$ cat src/mrie_params.svh
`ifndef MRIE_PARAMS_SVH
`define MRIE_PARAMS_SVH

// Instruction encodings, 14-bit words
`define MRIE_OP_IDLE 14'h0000
`define MRIE_OP_SRST 14'h0001
`define MRIE_OP_RET 14'h0008
`define MRIE_OP_RETI 14'h0009
`define MRIE_OP_CFG 14'h0062
// Direct store: word[13:7] matches, word[6:0] is the file address
`define MRIE_DIR_PREFIX 7'h01
// Indirect store: word[13:3] matches, word[2] pointer, word[1:0] update code
`define MRIE_IND_PREFIX 11'h003
// Offset store: word[13:7] matches, word[6] pointer, word[5:0] signed offset
`define MRIE_OFS_PREFIX 7'h7f

// File addresses of the indirect ports and the pointer bytes
`define MRIE_ADDR_IND0 7'h00
`define MRIE_ADDR_IND1 7'h01
`define MRIE_ADDR_P0_LO 7'h04
`define MRIE_ADDR_P0_HI 7'h05
`define MRIE_ADDR_P1_LO 7'h06
`define MRIE_ADDR_P1_HI 7'h07

// Reset values
`define MRIE_RST_PTR 16'h0000
`define MRIE_RST_CFG 8'hff
`define MRIE_RST_PC 15'h0000

// Update codes
`define MRIE_UPD_PRE_INC 2'h0
`define MRIE_UPD_PRE_DEC 2'h1
`define MRIE_UPD_POST_INC 2'h2
`define MRIE_UPD_POST_DEC 2'h3

`endif

$ cat src/mrie_pkg.sv
`default_nettype none

package mrie_pkg;

    // Decoded instruction group
    typedef enum logic [2:0] {
        MRIE_IDLE = 3'b000,
        MRIE_DIRECT = 3'b001,
        MRIE_INDIR = 3'b010,
        MRIE_OFFS = 3'b011,
        MRIE_CFG = 3'b100,
        MRIE_SRST = 3'b101,
        MRIE_RET = 3'b110,
        MRIE_RETI = 3'b111
    } mrie_op_t;

    // Whole state of the executer
    typedef struct packed {
        logic [15:0] ptr0;
        logic [15:0] ptr1;
        logic [7:0] prescale_cfg;
        logic wr_en;
        logic [15:0] wr_addr;
        logic [7:0] wr_data;
        logic pc_load;
        logic [14:0] pc_val;
        logic stack_pop;
        logic gie_set;
        logic rst_req;
        logic rflag_clr;
        logic ready;
    } mrie_state_t;

endpackage : mrie_pkg

`default_nettype wire

$ cat src/mrie_ptr_if.sv
`default_nettype none

interface mrie_ptr_if;
    logic [15:0] ptr_val;
    logic [1:0] addr_update_code;
    logic [5:0] offset;
    logic offset_form;
    logic [15:0] eff_addr;
    logic [15:0] next_ptr;

    modport unit (input ptr_val, addr_update_code, offset, offset_form, output eff_addr, next_ptr);
    modport core (output ptr_val, addr_update_code, offset, offset_form, input eff_addr, next_ptr);
endinterface : mrie_ptr_if

`default_nettype wire

$ cat src/mrie_exec.sv
// What this block does
// - Direct store copies accumulator to file address 0..127, one cycle, no flags.
// - Indirect store writes accumulator via pointer 0 or 1, code picks pre/post inc/dec.
// - Offset form addresses pointer plus signed -32..31, pointer unchanged.
// - Afterwards pointer is plus one, minus one, or unchanged for offset form.
// - Indirect port is not storage; access goes to pointer's address.
// - Pointers are 16 bits and wrap around both ways.
// - Pointer update and indirect store touch no status flag.
// - Config load copies accumulator to prescaler register, one cycle, no flags.
// - Software reset requests full device reset and clears soft reset flag.
// - Interrupt return pops stack into counter, sets global enable, two cycles.
// - Subroutine return pops stack into counter, two cycles, no flags.
`default_nettype none
`include "mrie_params.svh"

module mrie_exec (
    input wire logic clk_sys, // Core instruction clock
    input wire logic sys_rst, // Async reset, active high
    input wire logic instr_valid, // Instruction word present
    input wire logic [13:0] instr_word, // Word from program memory
    input wire logic [7:0] acc_in, // Accumulator value
    input wire logic [14:0] stack_top, // Top of hardware stack
    output logic instr_ready, // Ready to take a word
    output logic wr_en, // Data memory write strobe
    output logic [15:0] wr_addr, // Data memory write address
    output logic [7:0] wr_data, // Data memory write data
    output logic [15:0] pointer_reg0, // Pointer 0
    output logic [15:0] pointer_reg1, // Pointer 1
    output logic [7:0] prescale_cfg, // Prescaler configuration
    output logic pc_load, // Load program counter
    output logic [14:0] program_counter, // Value to load
    output logic stack_pop, // Pop hardware stack
    output logic global_irq_enable_set, // Set enable in irq control reg
    output logic soft_reset_req, // Start device reset
    output logic soft_reset_flag_clr // Clear flag in power control reg
);

    mrie_pkg::mrie_state_t st_q;
    mrie_pkg::mrie_state_t st_d;
    mrie_pkg::mrie_op_t op;
    mrie_ptr_if pif ();
    logic take;
    logic sel_ptr;
    logic [6:0] faddr;
    logic [15:0] sel_val;

    ////////////////////////////////////////////////////////////////////////
    // Decode

    assign take = instr_valid && st_q.ready;
    assign faddr = instr_word[6:0];

    // Classify the word
    always_comb
    begin
        op = mrie_pkg::MRIE_IDLE;
        if (instr_word == `MRIE_OP_SRST)
            op = mrie_pkg::MRIE_SRST;
        else if (instr_word == `MRIE_OP_RET)
            op = mrie_pkg::MRIE_RET;
        else if (instr_word == `MRIE_OP_RETI)
            op = mrie_pkg::MRIE_RETI;
        else if (instr_word == `MRIE_OP_CFG)
            op = mrie_pkg::MRIE_CFG;
        else if (instr_word[13:7] == `MRIE_DIR_PREFIX)
            op = mrie_pkg::MRIE_DIRECT;
        else if (instr_word[13:3] == `MRIE_IND_PREFIX)
            op = mrie_pkg::MRIE_INDIR;
        else if (instr_word[13:7] == `MRIE_OFS_PREFIX)
            op = mrie_pkg::MRIE_OFFS;
    end

    // Pointer select per form
    always_comb
    begin
        sel_ptr = 1'b0;
        unique case (op)
            mrie_pkg::MRIE_INDIR: sel_ptr = instr_word[2];
            mrie_pkg::MRIE_OFFS: sel_ptr = instr_word[6];
            mrie_pkg::MRIE_DIRECT: sel_ptr = (faddr == `MRIE_ADDR_IND1);
            default: sel_ptr = 1'b0;
        endcase
    end

    assign sel_val = sel_ptr ? st_q.ptr1 : st_q.ptr0;
    assign pif.ptr_val = sel_val;
    assign pif.addr_update_code = instr_word[1:0];
    assign pif.offset = instr_word[5:0];
    assign pif.offset_form = (op == mrie_pkg::MRIE_OFFS);

    mrie_ptr_unit u_ptr (
        .pif(pif.unit)
    );

    ////////////////////////////////////////////////////////////////////////
    // Next state

    always_comb
    begin
        st_d = st_q;
        st_d.wr_en = 1'b0;
        st_d.pc_load = 1'b0;
        st_d.stack_pop = 1'b0;
        st_d.gie_set = 1'b0;
        st_d.rst_req = 1'b0;
        st_d.rflag_clr = 1'b0;
        st_d.ready = 1'b1;
        if (take)
        begin
            unique case (op)
                mrie_pkg::MRIE_IDLE:
                begin
                    st_d.ready = 1'b1;
                end
                mrie_pkg::MRIE_DIRECT:
                begin
                    st_d.wr_en = 1'b1;
                    st_d.wr_data = acc_in;
                    st_d.wr_addr = {9'h000, faddr};
                    if (faddr == `MRIE_ADDR_IND0 || faddr == `MRIE_ADDR_IND1)
                        st_d.wr_addr = sel_val;
                    if (faddr == `MRIE_ADDR_P0_LO)
                        st_d.ptr0[7:0] = acc_in;
                    if (faddr == `MRIE_ADDR_P0_HI)
                        st_d.ptr0[15:8] = acc_in;
                    if (faddr == `MRIE_ADDR_P1_LO)
                        st_d.ptr1[7:0] = acc_in;
                    if (faddr == `MRIE_ADDR_P1_HI)
                        st_d.ptr1[15:8] = acc_in;
                end
                mrie_pkg::MRIE_INDIR, mrie_pkg::MRIE_OFFS:
                begin
                    st_d.wr_en = 1'b1;
                    st_d.wr_data = acc_in;
                    st_d.wr_addr = pif.eff_addr;
                    if (sel_ptr)
                        st_d.ptr1 = pif.next_ptr;
                    else
                        st_d.ptr0 = pif.next_ptr;
                end
                mrie_pkg::MRIE_CFG:
                begin
                    st_d.prescale_cfg = acc_in;
                end
                mrie_pkg::MRIE_SRST:
                begin
                    st_d.rst_req = 1'b1;
                    st_d.rflag_clr = 1'b1;
                end
                mrie_pkg::MRIE_RET, mrie_pkg::MRIE_RETI:
                begin
                    // pop into counter, second cycle idle
                    st_d.stack_pop = 1'b1;
                    st_d.pc_load = 1'b1;
                    st_d.pc_val = stack_top;
                    st_d.ready = 1'b0;
                    st_d.gie_set = (op == mrie_pkg::MRIE_RETI);
                end
            endcase
        end
    end

    // State register
    always_ff @(posedge clk_sys or posedge sys_rst)
    begin
        if (sys_rst)
        begin
            st_q.ptr0 <= `MRIE_RST_PTR;
            st_q.ptr1 <= `MRIE_RST_PTR;
            st_q.prescale_cfg <= `MRIE_RST_CFG;
            st_q.wr_en <= 1'b0;
            st_q.wr_addr <= 16'h0000;
            st_q.wr_data <= 8'h00;
            st_q.pc_load <= 1'b0;
            st_q.pc_val <= `MRIE_RST_PC;
            st_q.stack_pop <= 1'b0;
            st_q.gie_set <= 1'b0;
            st_q.rst_req <= 1'b0;
            st_q.rflag_clr <= 1'b0;
            st_q.ready <= 1'b1;
        end
        else
        begin
            st_q <= st_d;
        end
    end

    ////////////////////////////////////////////////////////////////////////
    // Outputs

    assign instr_ready = st_q.ready;
    assign wr_en = st_q.wr_en;
    assign wr_addr = st_q.wr_addr;
    assign wr_data = st_q.wr_data;
    assign pointer_reg0 = st_q.ptr0;
    assign pointer_reg1 = st_q.ptr1;
    assign prescale_cfg = st_q.prescale_cfg;
    assign pc_load = st_q.pc_load;
    assign program_counter = st_q.pc_val;
    assign stack_pop = st_q.stack_pop;
    assign global_irq_enable_set = st_q.gie_set;
    assign soft_reset_req = st_q.rst_req;
    assign soft_reset_flag_clr = st_q.rflag_clr;

    ////////////////////////////////////////////////////////////////////////
    // Checks

    direct_store_a: assert property (@(posedge clk_sys) disable iff (sys_rst)
        take && op == mrie_pkg::MRIE_DIRECT && faddr > 7'h01
        |=> wr_en && wr_addr == {9'h000, $past(faddr)} && wr_data == $past(acc_in))
        else $error("direct store wrong");

    indir_addr_a: assert property (@(posedge clk_sys) disable iff (sys_rst)
        take && op == mrie_pkg::MRIE_INDIR && instr_word[1:0] == 2'h0
        |=> wr_en && wr_addr == $past(sel_val) + 16'h0001)
        else $error("pre-increment address wrong");

    offs_keep_a: assert property (@(posedge clk_sys) disable iff (sys_rst)
        take && op == mrie_pkg::MRIE_OFFS
        |=> $stable(pointer_reg0) && $stable(pointer_reg1))
        else $error("offset form moved a pointer");

    ptr_step_a: assert property (@(posedge clk_sys) disable iff (sys_rst)
        take && op == mrie_pkg::MRIE_INDIR && !instr_word[2] && instr_word[0]
        |=> pointer_reg0 == $past(pointer_reg0) - 16'h0001)
        else $error("decrement did not step pointer");

    port_redirect_a: assert property (@(posedge clk_sys) disable iff (sys_rst)
        take && op == mrie_pkg::MRIE_DIRECT && faddr == 7'h01
        |=> wr_addr == $past(pointer_reg1))
        else $error("indirect port not redirected");

    cfg_load_a: assert property (@(posedge clk_sys) disable iff (sys_rst)
        take && op == mrie_pkg::MRIE_CFG |=> prescale_cfg == $past(acc_in) && !wr_en)
        else $error("prescaler load wrong");

    soft_reset_a: assert property (@(posedge clk_sys) disable iff (sys_rst)
        soft_reset_req |-> soft_reset_flag_clr && $past(take))
        else $error("reset request without flag clear");

    irq_return_a: assert property (@(posedge clk_sys) disable iff (sys_rst)
        take && op == mrie_pkg::MRIE_RETI
        |=> pc_load && global_irq_enable_set && !instr_ready ##1 instr_ready && !pc_load)
        else $error("interrupt return wrong");

    sub_return_a: assert property (@(posedge clk_sys) disable iff (sys_rst)
        take && op == mrie_pkg::MRIE_RET
        |=> stack_pop && program_counter == $past(stack_top) && !global_irq_enable_set)
        else $error("subroutine return wrong");

endmodule : mrie_exec

`default_nettype wire

$ cat src/mrie_ptr_unit.sv
`default_nettype none
`include "mrie_params.svh"

module mrie_ptr_unit (
    mrie_ptr_if.unit pif // Pointer arithmetic request
);

    logic [15:0] ofs_ext;
    logic [15:0] inc_val;
    logic [15:0] dec_val;

    // Sign extension and 16-bit wrapping neighbours
    assign ofs_ext = {{10{pif.offset[5]}}, pif.offset};
    assign inc_val = pif.ptr_val + 16'h0001;
    assign dec_val = pif.ptr_val - 16'h0001;

    // Effective address and pointer after the store
    always_comb
    begin
        pif.eff_addr = pif.ptr_val;
        pif.next_ptr = pif.ptr_val;
        if (pif.offset_form)
        begin
            pif.eff_addr = pif.ptr_val + ofs_ext;
        end
        else
        begin
            unique case (pif.addr_update_code)
                `MRIE_UPD_PRE_INC: pif.eff_addr = inc_val;
                `MRIE_UPD_PRE_DEC: pif.eff_addr = dec_val;
                `MRIE_UPD_POST_INC: pif.eff_addr = pif.ptr_val;
                `MRIE_UPD_POST_DEC: pif.eff_addr = pif.ptr_val;
            endcase
            pif.next_ptr = pif.addr_update_code[0] ? dec_val : inc_val;
        end
    end

endmodule : mrie_ptr_unit

`default_nettype wire
$ cat config.mk
export PLATFORM = sky130hd
export DESIGN_NAME = mrie_exec
export DESIGN_NICKNAME = d
export VERILOG_FILES = /design/src/mrie_pkg.sv /design/src/mrie_ptr_if.sv /design/src/mrie_exec.sv /design/src/mrie_ptr_unit.sv
export VERILOG_INCLUDE_DIRS = /design/src /design/src/src
export SDC_FILE = /design/constraint.sdc
export NUM_CORES = 1
export LEC_CHECK = 0
export BUFFER_PORTS_ARGS = -buffer_cell sky130_fd_sc_hd__buf_2
export CORE_MARGIN = 4
export CORE_UTILIZATION = 49
export CTS_CLUSTER_DIAMETER = 120
export DETAILED_ROUTE_END_ITERATION = 16
export GPL_ROUTABILITY_DRIVEN = 0
export PLACE_DENSITY = 0.81
export SLEW_MARGIN = 10
export SYNTH_ARGS = -nofsm -noshare
export SYNTH_HDL_FRONTEND = slang
export SYNTH_SLANG_ARGS = --single-unit
export TNS_END_PERCENT = 10
$ cat constraint.sdc
create_clock -name clk_sys -period 5.9 [get_ports clk_sys]
set_clock_uncertainty 0.15 [all_clocks]
set_input_delay 1.18 -clock clk_sys [delete_from_list [all_inputs] [get_ports clk_sys]]
set_output_delay 1.18 -clock clk_sys [all_outputs]
set_load 0.02 [all_outputs]
# == Yosys cells after proc, flatten, opt, wreduce, memory -nomap -nowiden ==
# Index checks and enable logic that the tools add are counted.
# word_totals
reg_bits,86
inputBits,40
output_inout_bits,86
elab_cells,87
# op_classes
addsub,3
eq_ne,28
muxes,26
reduce_logical,15
# op_table
op,n
$mux 16,7
$pmux 32 s2,1
$pmux 25 s2,1
$pmux 16 s3,1
$mux 46,1
$mux 8,4
$eq 14x4->1 const B,2
$eq 7x3->1 const B,4
$mux 18,1
$add 16x1->16 const B,1
$add 16x16->16,1
$reduce_and 4->1,4
$sub 16x1->16 const B,1
$eq 14x1->1 const B,1
$eq 14x7->1 const B,1
$eq 7x1->1 const B,2
$eq 3x3->1 const B,4
$mux 3,4
$ne 2x2->1 const B,6
$eq 11x2->1 const B,1
$mux 2,4
$eq 7x7->1 const B,1
$logic_not 7->1,1
$eq 3x2->1 const B,2
other kinds (11),16

# == Longest topological paths before layout ==
# Gate-level depths: netlist of the first run.
# depth
ltp_word,16
ltp_mapped,19
ltp_nobuf,18

# == Cells and area by module ==
# From an unflattened synthesis of the first run, not the netlist that was laid out.
# hier_totals
cells_unflattened,592
area_unflattened_um2,5739.3
# by_module_without_submodules
module,instances,cells_per_inst,area_each_um2,seq_area_each_um2
mrie_exec,1,331,4006.3,2113.3
mrie_ptr_unit,1,261,1732.9,0.0

# == Least setup slack after synthesis of the first run ==
# No wires, ideal clock.
# synth_timing
path_type,input -> register
from,input instr_word[13]
to,"register, netlist name wr_addr[15]"
setup_ns,0.126
t_arrival_ns,5.026
t_required_ns,5.624
slack_ns,0.598
cell_stages,18
n_path_buf,2
path_cell_list,or4_1 > buf_2 > nor3_4 > a41oi_2 > nand2_2 > buf_6 > mux2i_1 > inv_1 > ha_1 > o21a_1 > o21a_1 > and3_1 > a21oi_1 > o21ai_0 > o41ai_1 > xnor2_1 > nor2_1 > o32a_1
# synth_between
elab_chain_len,15
elab_cells_between_ends,29
cone_classes,add/sub: 3; eq/ne: 10; mux: 13; reduce/logical: 3
# synth_lines
element,line_no,rtl
from (decl),mrie_exec.sv:20,"input wire logic [13:0] instr_word,"
$eq 7x7->1 (no source line),--,
$mux 2,mrie_exec.sv:69,else if (instr_word[13:7] == `MRIE_OFS_PREFIX)
$mux 2,mrie_exec.sv:67,else if (instr_word[13:3] == `MRIE_IND_PREFIX)
$mux 2,mrie_exec.sv:65,else if (instr_word[13:7] == `MRIE_DIR_PREFIX)
$mux 3,mrie_exec.sv:63,else if (instr_word == `MRIE_OP_CFG)
$mux 3,mrie_exec.sv:61,else if (instr_word == `MRIE_OP_RETI)
$mux 3,mrie_exec.sv:59,else if (instr_word == `MRIE_OP_RET)
$mux 3 (*),mrie_exec.sv:57,if (instr_word == `MRIE_OP_SRST)
$eq 3x1->1 (tied with other cells),"mrie_exec.sv:77, mrie_exec.sv:110",
$pmux 1 s3,mrie_exec.sv:77,unique case (op)
$mux 16,mrie_exec.sv:85,assign sel_val = sel_ptr ? st_q.ptr1 : st_q.ptr0;
$sub 16x1->16 or $add 16x1->16 (tied branches),"mrie_ptr_unit.sv:15, mrie_ptr_unit.sv:14",
$pmux 16 s3,mrie_ptr_unit.sv:28,unique case (pif.addr_update_code)
$mux 16,mrie_ptr_unit.sv:22,if (pif.offset_form)
$pmux 25 s2,mrie_exec.sv:110,unique case (op)
# Every way passes the cells marked *; elsewhere a longest branch is shown, timed or not. The select of a mux whose other input is x is not followed.
# A chain may end at the register's enable or synchronous reset.

# == Worst setup path after layout of the first run ==
# layout_timing
from,input instr_word[13]
to,"register, netlist name wr_addr[15]"
# layout_between
elab_chain_len,15
elab_cells_between_ends,29
cone_classes,add/sub: 3; eq/ne: 10; mux: 13; reduce/logical: 3
# layout_lines
element,line_no
$eq 7x7->1 (no source line),--
$mux 2,mrie_exec.sv:69
$mux 2,mrie_exec.sv:67
$mux 2,mrie_exec.sv:65
$mux 3,mrie_exec.sv:63
$mux 3,mrie_exec.sv:61
$mux 3,mrie_exec.sv:59
$mux 3 (*),mrie_exec.sv:57
$eq 3x1->1 (tied with other cells),"mrie_exec.sv:77, mrie_exec.sv:110"
$pmux 1 s3,mrie_exec.sv:77
$mux 16,mrie_exec.sv:85
$sub 16x1->16 or $add 16x1->16 (tied branches),"mrie_ptr_unit.sv:15, mrie_ptr_unit.sv:14"
$pmux 16 s3,mrie_ptr_unit.sv:28
$mux 16,mrie_ptr_unit.sv:22
$pmux 25 s2,mrie_exec.sv:110
# Marked as above.

==> impl_metrics.ini, run 1 <==
[setup_path]
critPathMaxStageDelay_ns = 0.69
arrival_ns = 5.40
path_class = in2reg
cpMaxStageDelayCell = or4_1
path_common_cell = a21o_1
crit_chain = buf_2 > or4_1 > nor3_4 > a41oi_2 > nand2_2 > buf_4 > mux2i_1 > inv_1 > ha_1 > a21o_1 > a21o_1 > a21oi_1 > o21ai_0 > o41ai_1 > xnor2_1 > nor2_1 > o32a_1
worstPathRequired_ns = 5.99
cpLargestDelayFamily = compound AO/OA/AOI/OAI gates
critPathCaptureType = flip-flop
worst_setup_path_start_kind = primary input
crit_buf_inv = 3
path_max_fanout = 10

[job]
cap_viol_max_count = 0

[grt]
track_usage_pct = 27.1
grt_pass1_vias = 5748
grt_max_degree = 73
grt_pass1_wl_microns = 30500
overflow = 0
antenna_found_initial = 1

[routing]
drc = 0
firstDrtPassIters = 6
antenna_left = 0
first_iter_violations = 695
vias = 6023
via_per_inst = 6.25
wl_per_cell_microns = 19.7
wirelength_microns = 18900

[cts]
htree_levels = 3
clock_latency_ns = 0.36
cts_tree = built
cts_buffers = 9
clock_sinks = 84
clockBufferDepth = 2
root_buffer = clkbuf_16
post_cts_resized = 0
holdBufCountCts = 0
post_cts_buffers = 0
clk_pin_slew_ns = 0.07

[synth]
syn_inst = 680
yosys_warnings = 0
synth_seq_area_share_pct = 35.1
synth-main-ff-cell = dfrtp_1
synth_edf_count = 0
synth.avg_cell_area_sq_um = 8.84
async_flop_share_pct = 100
synth-seq-cells = 84
syn_nets = 740
synth_cell_types = 79
syn_area_sq_um = 6010

[floorplanning]
core_sq_um = 12000
num_rows = 40
die-area_sq_um = 14100
die_w_microns = 119
io_pins = 126
die_height_microns = 119
start_util_pct = 50.1

[timing]
hold_viol = 0
tightest_slew_ns = 0.877
relSlewSlack_pct = 41.5
rsz0062_at_grt = false
drv_slew = 0
finalCritPeriodShare_pct = 89.9
max_freq_mhz = 189
finalSetupViolations = 0
tns_ns = 0
post-route-min-period_ns = 5.30

[finish]
final_nets = 870
final_cell_mix = buf_2, nand2_1, dfrtp_1
fin_area_sq_um = 7200
fillCellCount = 1079
final_common_cell = buf_2
areaGrowthSynthToFinish_pct = 19.7
drive_above_1_share_pct = 31.2

[pwr]
vdd_drop_max_v = 0.000184
power.leakage_nw = 3.54
power_density_nw_per_um2 = 269

[min_path]
hold_class = reg2reg

[placed_design]
hpwl_microns = 14200
postPlaceCellArea_sq_um = 6890
port_buffers = 125

[status]
status = finished clean
## power by group
| part | switching [mW] | internal [mW] |
|---|---|---|
| registers | 0.0787 | 0.636 |
| logic | 0.391 | 0.264 |
| clock network | 0.267 | 0.303 |
## worst register-to-register path, stage by stage (launching register included)
cell      delay (ns)
dfrtp_1         0.47
and3_1          0.18
a21o_1          0.22
ha_1            0.30
a21o_1          0.20
a211oi_1        0.37
o21bai_1        0.18
a21oi_1         0.21
o21ai_0         0.16
o41ai_1         0.34
xnor2_1         0.16
nor2_1          0.05
o32a_1          0.34
## per-stage QoR
step	total power, mW	std cells	hold WS [ns]	setup slack [ns]	util (%)
6_report	1.94	963	0.326	0.596	59.9
2_1_floorplan	1.17	680	0.401	0.598	-
5_1_grt	2.04	963	0.363	0.400	59.9
3_5_place_dp	1.37	946	0.311	0.285	57.4
4_1_cts	1.94	962	0.329	0.648	59.9
3_3_place_gp	1.35	946	0.306	0.391	57.4
## final cells by class
class	instances	area (sq um)	share of cell area (%)
clock buffer	9	225	3.13
timing repair buffer	153	836	11.6
sequential	84	2110	29.4
multi-input combinational	544	3690	51.3
clock inverter	7	78.8	1.10
antenna	1	2.50	0.0348
tap	147	184	2.56
inverter	18	68.8	0.956
## Yosys cell counts, types with 4 or more instances
cell	instances	area share (%)
a211oi_1	7	0.87
a21o_1	10	1.2
a21oi_1	49	4.1
a221oi_1	5	0.73
a22oi_1	4	0.50
a31oi_1	6	0.62
and2_1	4	0.42
and3_1	19	2.0
buf_2	5	0.42
clkbuf_1	22	1.4
dfrtp_1	75	31
dfstp_2	9	3.9
ha_1	19	4.0
inv_1	17	1.1
mux2_2	53	9.9
mux2i_1	13	2.2
nand2_1	85	5.3
nand3_1	11	0.92
nand4_1	6	0.62
nor2_1	57	3.6
nor3_1	23	1.9
nor4_1	10	1.0
o211ai_1	4	0.50
o21a_1	5	0.62
o21ai_0	39	3.2
o21ai_1	5	0.42
o221ai_1	7	1.0
o22ai_1	5	0.52
o31ai_1	4	0.50
or3_1	6	0.62
xnor2_1	25	3.6
xor2_1	10	1.5
## path summary, 6_finish.rpt
kind / startpoint / endpoint / slack (ns) / cells past startpoint
setup / recovery: instr_word[13] / wr_addr[15] / 0.60 / 17
hold / removal: wr_data[4] / wr_data[4] / 0.33 / 2
setup reg to reg: pointer_reg0[1] / wr_addr[15] / 2.45 / 12
hold reg to reg: wr_data[4] / wr_data[4] / 0.33 / 2
min in group asynchronous: sys_rst / program_counter[11] / 0.56 / 2
max in group asynchronous: sys_rst / wr_addr[10] / 3.92 / 3
## state kept, by name, indices dropped and copies added (netlist names)
| signal | flops |
|---|---|
| pc_load | 1 |
| instr_ready | 1 |
| prescale_cfg | 8 |
| soft_reset_flag_clr | 1 |
| global_irq_enable_set | 1 |
| wr_data | 8 |
| wr_addr | 16 |
| program_counter | 15 |
| wr_en | 1 |
| pointer_reg0 | 16 |
| pointer_reg1 | 16 |
## layer usage
metal	vias up	track usage [%]	share of wire (%)
li1	2743	-	-
met1	2862	36.0	41
met2	358	42.8	46
met3	60	6.36	9.5
met4	0	10.2	3.2
met5	-	0	0
## cell families (layout without fill, tap and decap cells)
group | after synthesis | in the layout | share of synthesized area (%)
simple gates | 241 | 241 | 19.2
mux | 68 | 68 | 12.7
compound gates | 180 | 180 | 19.9
buf+inv | 52 | 187 | 3.66
xor+xnor | 35 | 35 | 5.10
flops | 84 | 84 | 35.1
fa+ha+maj | 20 | 20 | 4.29
other cells | 0 | 1 | 0
(Power assumes the default switching activity.)
==> inputs of run 2 (changes only) <==
- ABC_AREA: default -> 1
- PLACE_DENSITY: 0.81 -> 0.8
==> run 2 against run 1 <==
Combinational power is 24% higher. Design area is 6.3% higher. Maximum frequency is 15% higher. Sequential power is 0.6% lower. Synthesized area is 9.2% higher. Non-clock buffer count is 15 lower. Sequential share of layout area is 1.7 points lower. Count of clock-buffer cells in the layout is 1 higher. Largest power group is now combinational logic.
==> impl_metrics.ini, run 2 <==
[timing]
finalSetupViolations = 0
rsz0062_at_grt = false
tns_ns = 0
drv_slew = 0
hold_viol = 0
relSlewSlack_pct = 42.9
finalCritPeriodShare_pct = 78.1
post-route-min-period_ns = 4.61
tightest_slew_ns = 0.850
max_freq_mhz = 217

[grt]
antenna_found_initial = 0
grt_pass1_wl_microns = 31100
grt_pass1_vias = 6106
track_usage_pct = 26.2
overflow = 0
grt_max_degree = 44

[synth]
synth_most_common_cell = nand2_1
synth_top_family_by_area = simple AND/OR/NAND/NOR gates
synth_mux_area_share_pct = 0.152
synth.avg_cell_area_sq_um = 6.73
synth-seq-cells = 84
syn_nets = 1036
syn_inst = 976
synth_xor_area_share_pct = 2.00
synth-simple-area-share_pct = 38.7
synth-compound-area-share_pct = 14.0
yosys_warnings = 0
synth_cell_types = 49
synth-main-ff-cell = dfrtp_1
yosysTopAreaCell = dfrtp_1
syn_area_sq_um = 6570
ys_top_cells_by_count = nand2_1, inv_1, nor2_1
yosys.area_share.adder_pct = 3.93
yosys.area.top_type_share_pct = 28.6
async_flop_share_pct = 100
synth_seq_area_share_pct = 32.2
synth_edf_count = 0
synth_top_cells_by_area = dfrtp_1, nand2_1, inv_1, nand3_1, o21ai_0

[setup_path]
crit_chain = buf_2 > inv_2 > nand2_1 > nor2_1 > nand3_2 > nand3_4 > nand2_2 > nand2_4 > ha_1 > inv_1 > fa_1 > o21ai_0 > a21oi_1 > nor2_1 > nor2_1 > o21bai_1 > nand2_1 > nand2_1 > xnor2_1 > a21oi_1 > nand2_1 > a21oi_1
worst_setup_path_start_kind = primary input
critPathMaxStageDelay_ns = 0.41
cpMaxStageDelayCell = fa_1
reg2reg_depth = 16
path_class = in2reg
path_common_cell = nand2_1
critPathCaptureType = flip-flop
worstPathRequired_ns = 6.03
path_max_fanout = 22
arrival_ns = 4.74

[pwr]
power.leakage_nw = 4.02
power_density_nw_per_um2 = 280
p_comb_share_pct = 37.9
internal_power_mw = 1.29
power.share.switching_pct = 39.8
report.power.total_mw = 2.14
power_switching_mw = 0.852
p_seq_share_pct = 33.2
pwr-share-clk_pct = 28.9
vdd_drop_max_v = 0.000207

[floorplanning]
die-area_sq_um = 15300
core_sq_um = 13200
num_rows = 42
die_w_microns = 124
io_pins = 126
start_util_pct = 49.8
die_height_microns = 124

[routing]
drc = 0
antenna_left = 0
wl_per_cell_microns = 15.9
firstDrtPassIters = 6
wirelength_microns = 20300
first_iter_violations = 651
vias = 6973
via_per_inst = 5.46

[placed_design]
port_buffers = 125
hpwl_microns = 15500

[cts]
cts_tree = built
cts_buffers = 9
holdBufCountCts = 0
clock_sinks = 84
clockBufferDepth = 2
clock_latency_ns = 0.36
post_cts_resized = 0
root_buffer = clkbuf_16
htree_levels = 3
post_cts_buffers = 0
clk_pin_slew_ns = 0.06

[status]
status = finished clean

[min_path]
holdPathStages = 2
hold_class = reg2reg

[finish]
areaGrowthSynthToFinish_pct = 16.5
diodes = 0
drive_above_1_share_pct = 21.6
final_nets = 1155
final_common_cell = nand2_1
final_cell_mix = nand2_1, buf_2, inv_1

[job]
cap_viol_max_count = 0
run 2: layer usage:
layer,vias up,track usage (%),wire (microns)
met5,-,0,0
met4,0,8.30,482
met3,39,6.58,1870
met2,322,38.8,8960
met1,3192,37.4,8950
li1,3420,-,-
run 2: area by class of cell:
| cell class | instances | area, sq um |
|---|---|---|
| Clock buffer | 10 | 229 |
| Clock inverter | 6 | 87.6 |
| Fill cell | 1265 | 5540 |
| Inverter | 110 | 417 |
| Multi-Input combinational cell | 752 | 3860 |
| Sequential cell | 84 | 2110 |
| Tap cell | 176 | 220 |
| Timing Repair Buffer | 138 | 723 |
run 2: per-stage QoR:
| step | hold slack, ns | setup WS (ns) | instance area [sq um] | cells | utilization [%] |
|---|---|---|---|---|---|
| after floorplan | 0.373 | 1.70 | 6570 | 976 | - |
| after global placement | 0.308 | 1.06 | 7330 | 1260 | 55.6 |
| after detailed placement | 0.310 | 1.03 | 7330 | 1260 | 55.6 |
| after CTS | 0.326 | 1.38 | 7650 | 1276 | 58.0 |
| after global routing | 0.346 | 0.972 | 7650 | 1276 | 58.0 |
| final | 0.325 | 1.29 | 7650 | 1276 | 58.0 |
run 2: path summary, 6_finish.rpt:
kind                                      endpoint                from  slack, ns
worst max-delay path                   wr_addr[14]       instr_word[5]       1.29
worst min-delay path            program_counter[5]  program_counter[5]       0.32
worst max register to register         wr_addr[14]     pointer_reg0[0]       2.93
worst min register to register  program_counter[5]  program_counter[5]       0.32
max in group asynchronous          prescale_cfg[7]             sys_rst       3.84
min in group asynchronous       program_counter[5]             sys_rst       0.76
run 2: cell families (layout without fill, tap and decap cells):
family / Yosys count / after routing
mux: 1 / 1
fa+ha+maj: 20 / 20
simple gates: 556 / 556
xor+xnor: 15 / 15
flops: 84 / 84
compound gates: 160 / 160
buf+inv: 140 / 264
run 2: critical path, delay by kind of cell:
kind / cells / cell delay [ns]
buf+inv: 3 / 0.36
simple gates: 11 / 1.65
compound gates: 5 / 0.88
fa+ha+maj: 2 / 0.59
xor+xnor: 1 / 0.06
run 2: power by group through the flow:
stage,Combinational [mW],Sequential [mW],Clock (mW)
3_3_place_gp,0.782,0.718,0
6_report,0.811,0.710,0.618
3_5_place_dp,0.794,0.720,0
4_1_cts,0.800,0.710,0.631
2_1_floorplan,0.472,0.810,0
5_1_grt,0.891,0.721,0.651
==> inputs of run 3 (changes only) <==
- clock period: 5.9 -> 4.8 ns (I/O delays scaled with it)
==> run 3 against run 2 <==
Combinational power grew 26%. Clock power grew 16%. Worst hold slack lost 0.0016 ns. Cell count grew 0.86%. Via count grew 2.8%. Non-clock buffer count grew 10. Critical path depth shrank 1. Global-route usage grew 0.84 points. Worst setup slack lost 0.66 ns. Critical path type unchanged. Largest cell class unchanged.
==> impl_metrics.ini, run 3 (synthesis gave the netlist of run 2 again) <==
[floorplanning]
die-area_sq_um = 15300
die_height_microns = 124
core_sq_um = 13200
start_util_pct = 49.8
die_w_microns = 124
io_pins = 126
num_rows = 42

[setup_path]
path_class = in2reg
arrival_ns = 4.31
path_max_fanout = 21
worst_setup_path_start_kind = primary input
worstPathRequired_ns = 4.93
critPathCaptureType = flip-flop

[grt]
grt_max_degree = 54
grt_pass1_wl_microns = 32200
overflow = 0
track_usage_pct = 27.0
antenna_found_initial = 1
grt_pass1_vias = 6370

[cts]
htree_levels = 3
holdBufCountCts = 0
clock_sinks = 84
root_buffer = clkbuf_16
cts_tree = built
post_cts_resized = 0
clk_pin_slew_ns = 0.06
clock_latency_ns = 0.35
clockBufferDepth = 2
cts_buffers = 9
post_cts_buffers = 0

[pwr]
power_density_nw_per_um2 = 338
power.leakage_nw = 4.06
report.power.total_mw = 2.61
vdd_drop_max_v = 0.000235

[status]
status = finished clean

[routing]
firstDrtPassIters = 5
drc = 0
vias = 7166
via_per_inst = 5.57
wirelength_microns = 20700
first_iter_violations = 659
wl_per_cell_microns = 16.1
antenna_left = 0

[job]
cap_viol_max_count = 0

[timing]
tightest_slew_ns = 0.886
tns_ns = 0
relSlewSlack_pct = 40.8
post-route-min-period_ns = 4.17
hold_viol = 0
drv_slew = 0
max_freq_mhz = 240
finalSetupViolations = 0
rsz0062_at_grt = false
finalCritPeriodShare_pct = 86.9

[finish]
fillCellCount = 1249
final_cell_mix = nand2_1, buf_2, inv_1
areaGrowthSynthToFinish_pct = 17.4
final_nets = 1165
drive_above_1_share_pct = 22.3
final_common_cell = nand2_1

[placed_design]
hpwl_microns = 15800
port_buffers = 125

[min_path]
hold_class = reg2reg
==> run 3: per-stage QoR <==
stage,utilization [%],setup WS [ns],hold slack [ns],std cells,cell area (sq um)
2_1_floorplan,-,0.825,0.373,976,6570
3_3_place_gp,56.2,0.557,0.308,1270,7410
3_5_place_dp,56.2,0.440,0.310,1270,7410
4_1_cts,58.4,0.755,0.327,1286,7700
5_1_grt,58.4,0.390,0.347,1286,7700
6_report,58.4,0.628,0.323,1287,7710
==> run 3: layer usage <==
layer	GRT usage, %	part of all wire [%]
met5	0	0
met4	11.7	3.9
met3	6.36	10
met2	39.1	43
met1	38.4	43
==> run 3: worst paths after layout <==
check | depth (start not counted) | slack [ns] | to | from
setup / recovery | 21 | 0.63 | wr_addr[14] | instr_word[7]
hold / removal | 2 | 0.32 | program_counter[1] | program_counter[1]
setup reg to reg | 16 | 1.75 | wr_addr[14] | pointer_reg0[0]
hold reg to reg | 2 | 0.32 | program_counter[1] | program_counter[1]
max in group asynchronous | 3 | 2.96 | pointer_reg0[11] | sys_rst
min in group asynchronous | 2 | 0.61 | program_counter[3] | sys_rst
==> run 3: critical path: stages <==
cell      delay [ns]
buf_2           0.13
nand2_1         0.07
nor2_1          0.13
nand4_1         0.34
nand3_4         0.22
buf_4           0.23
buf_4           0.31
o21ai_4         0.13
ha_1            0.37
nand2_1         0.11
nor2_1          0.16
a21oi_1         0.12
nor2_1          0.20
nor2_1          0.07
o21bai_1        0.22
nand2_1         0.08
nand2_1         0.08
xnor2_1         0.06
a21oi_1         0.12
nand2_1         0.06
a21oi_1         0.11
==> run 3: final cells by class <==
type / instances / area [sq um] / share of cell area, %
diodes: 1 / 2.50 / 0.0325
clock buffers: 12 / 246 / 3.20
clock inverters: 4 / 48.8 / 0.633
inverters: 110 / 417 / 5.41
multi-input cells: 752 / 3860 / 50.1
flip-flops and latches: 84 / 2110 / 27.4
well taps: 176 / 220 / 2.86
repair buffers: 148 / 798 / 10.4
==> run 3: power by group <==
part	switching [mW]	internal, mW
Sequential	0.0695	0.804
Combinational	0.687	0.331
Clock	0.297	0.418
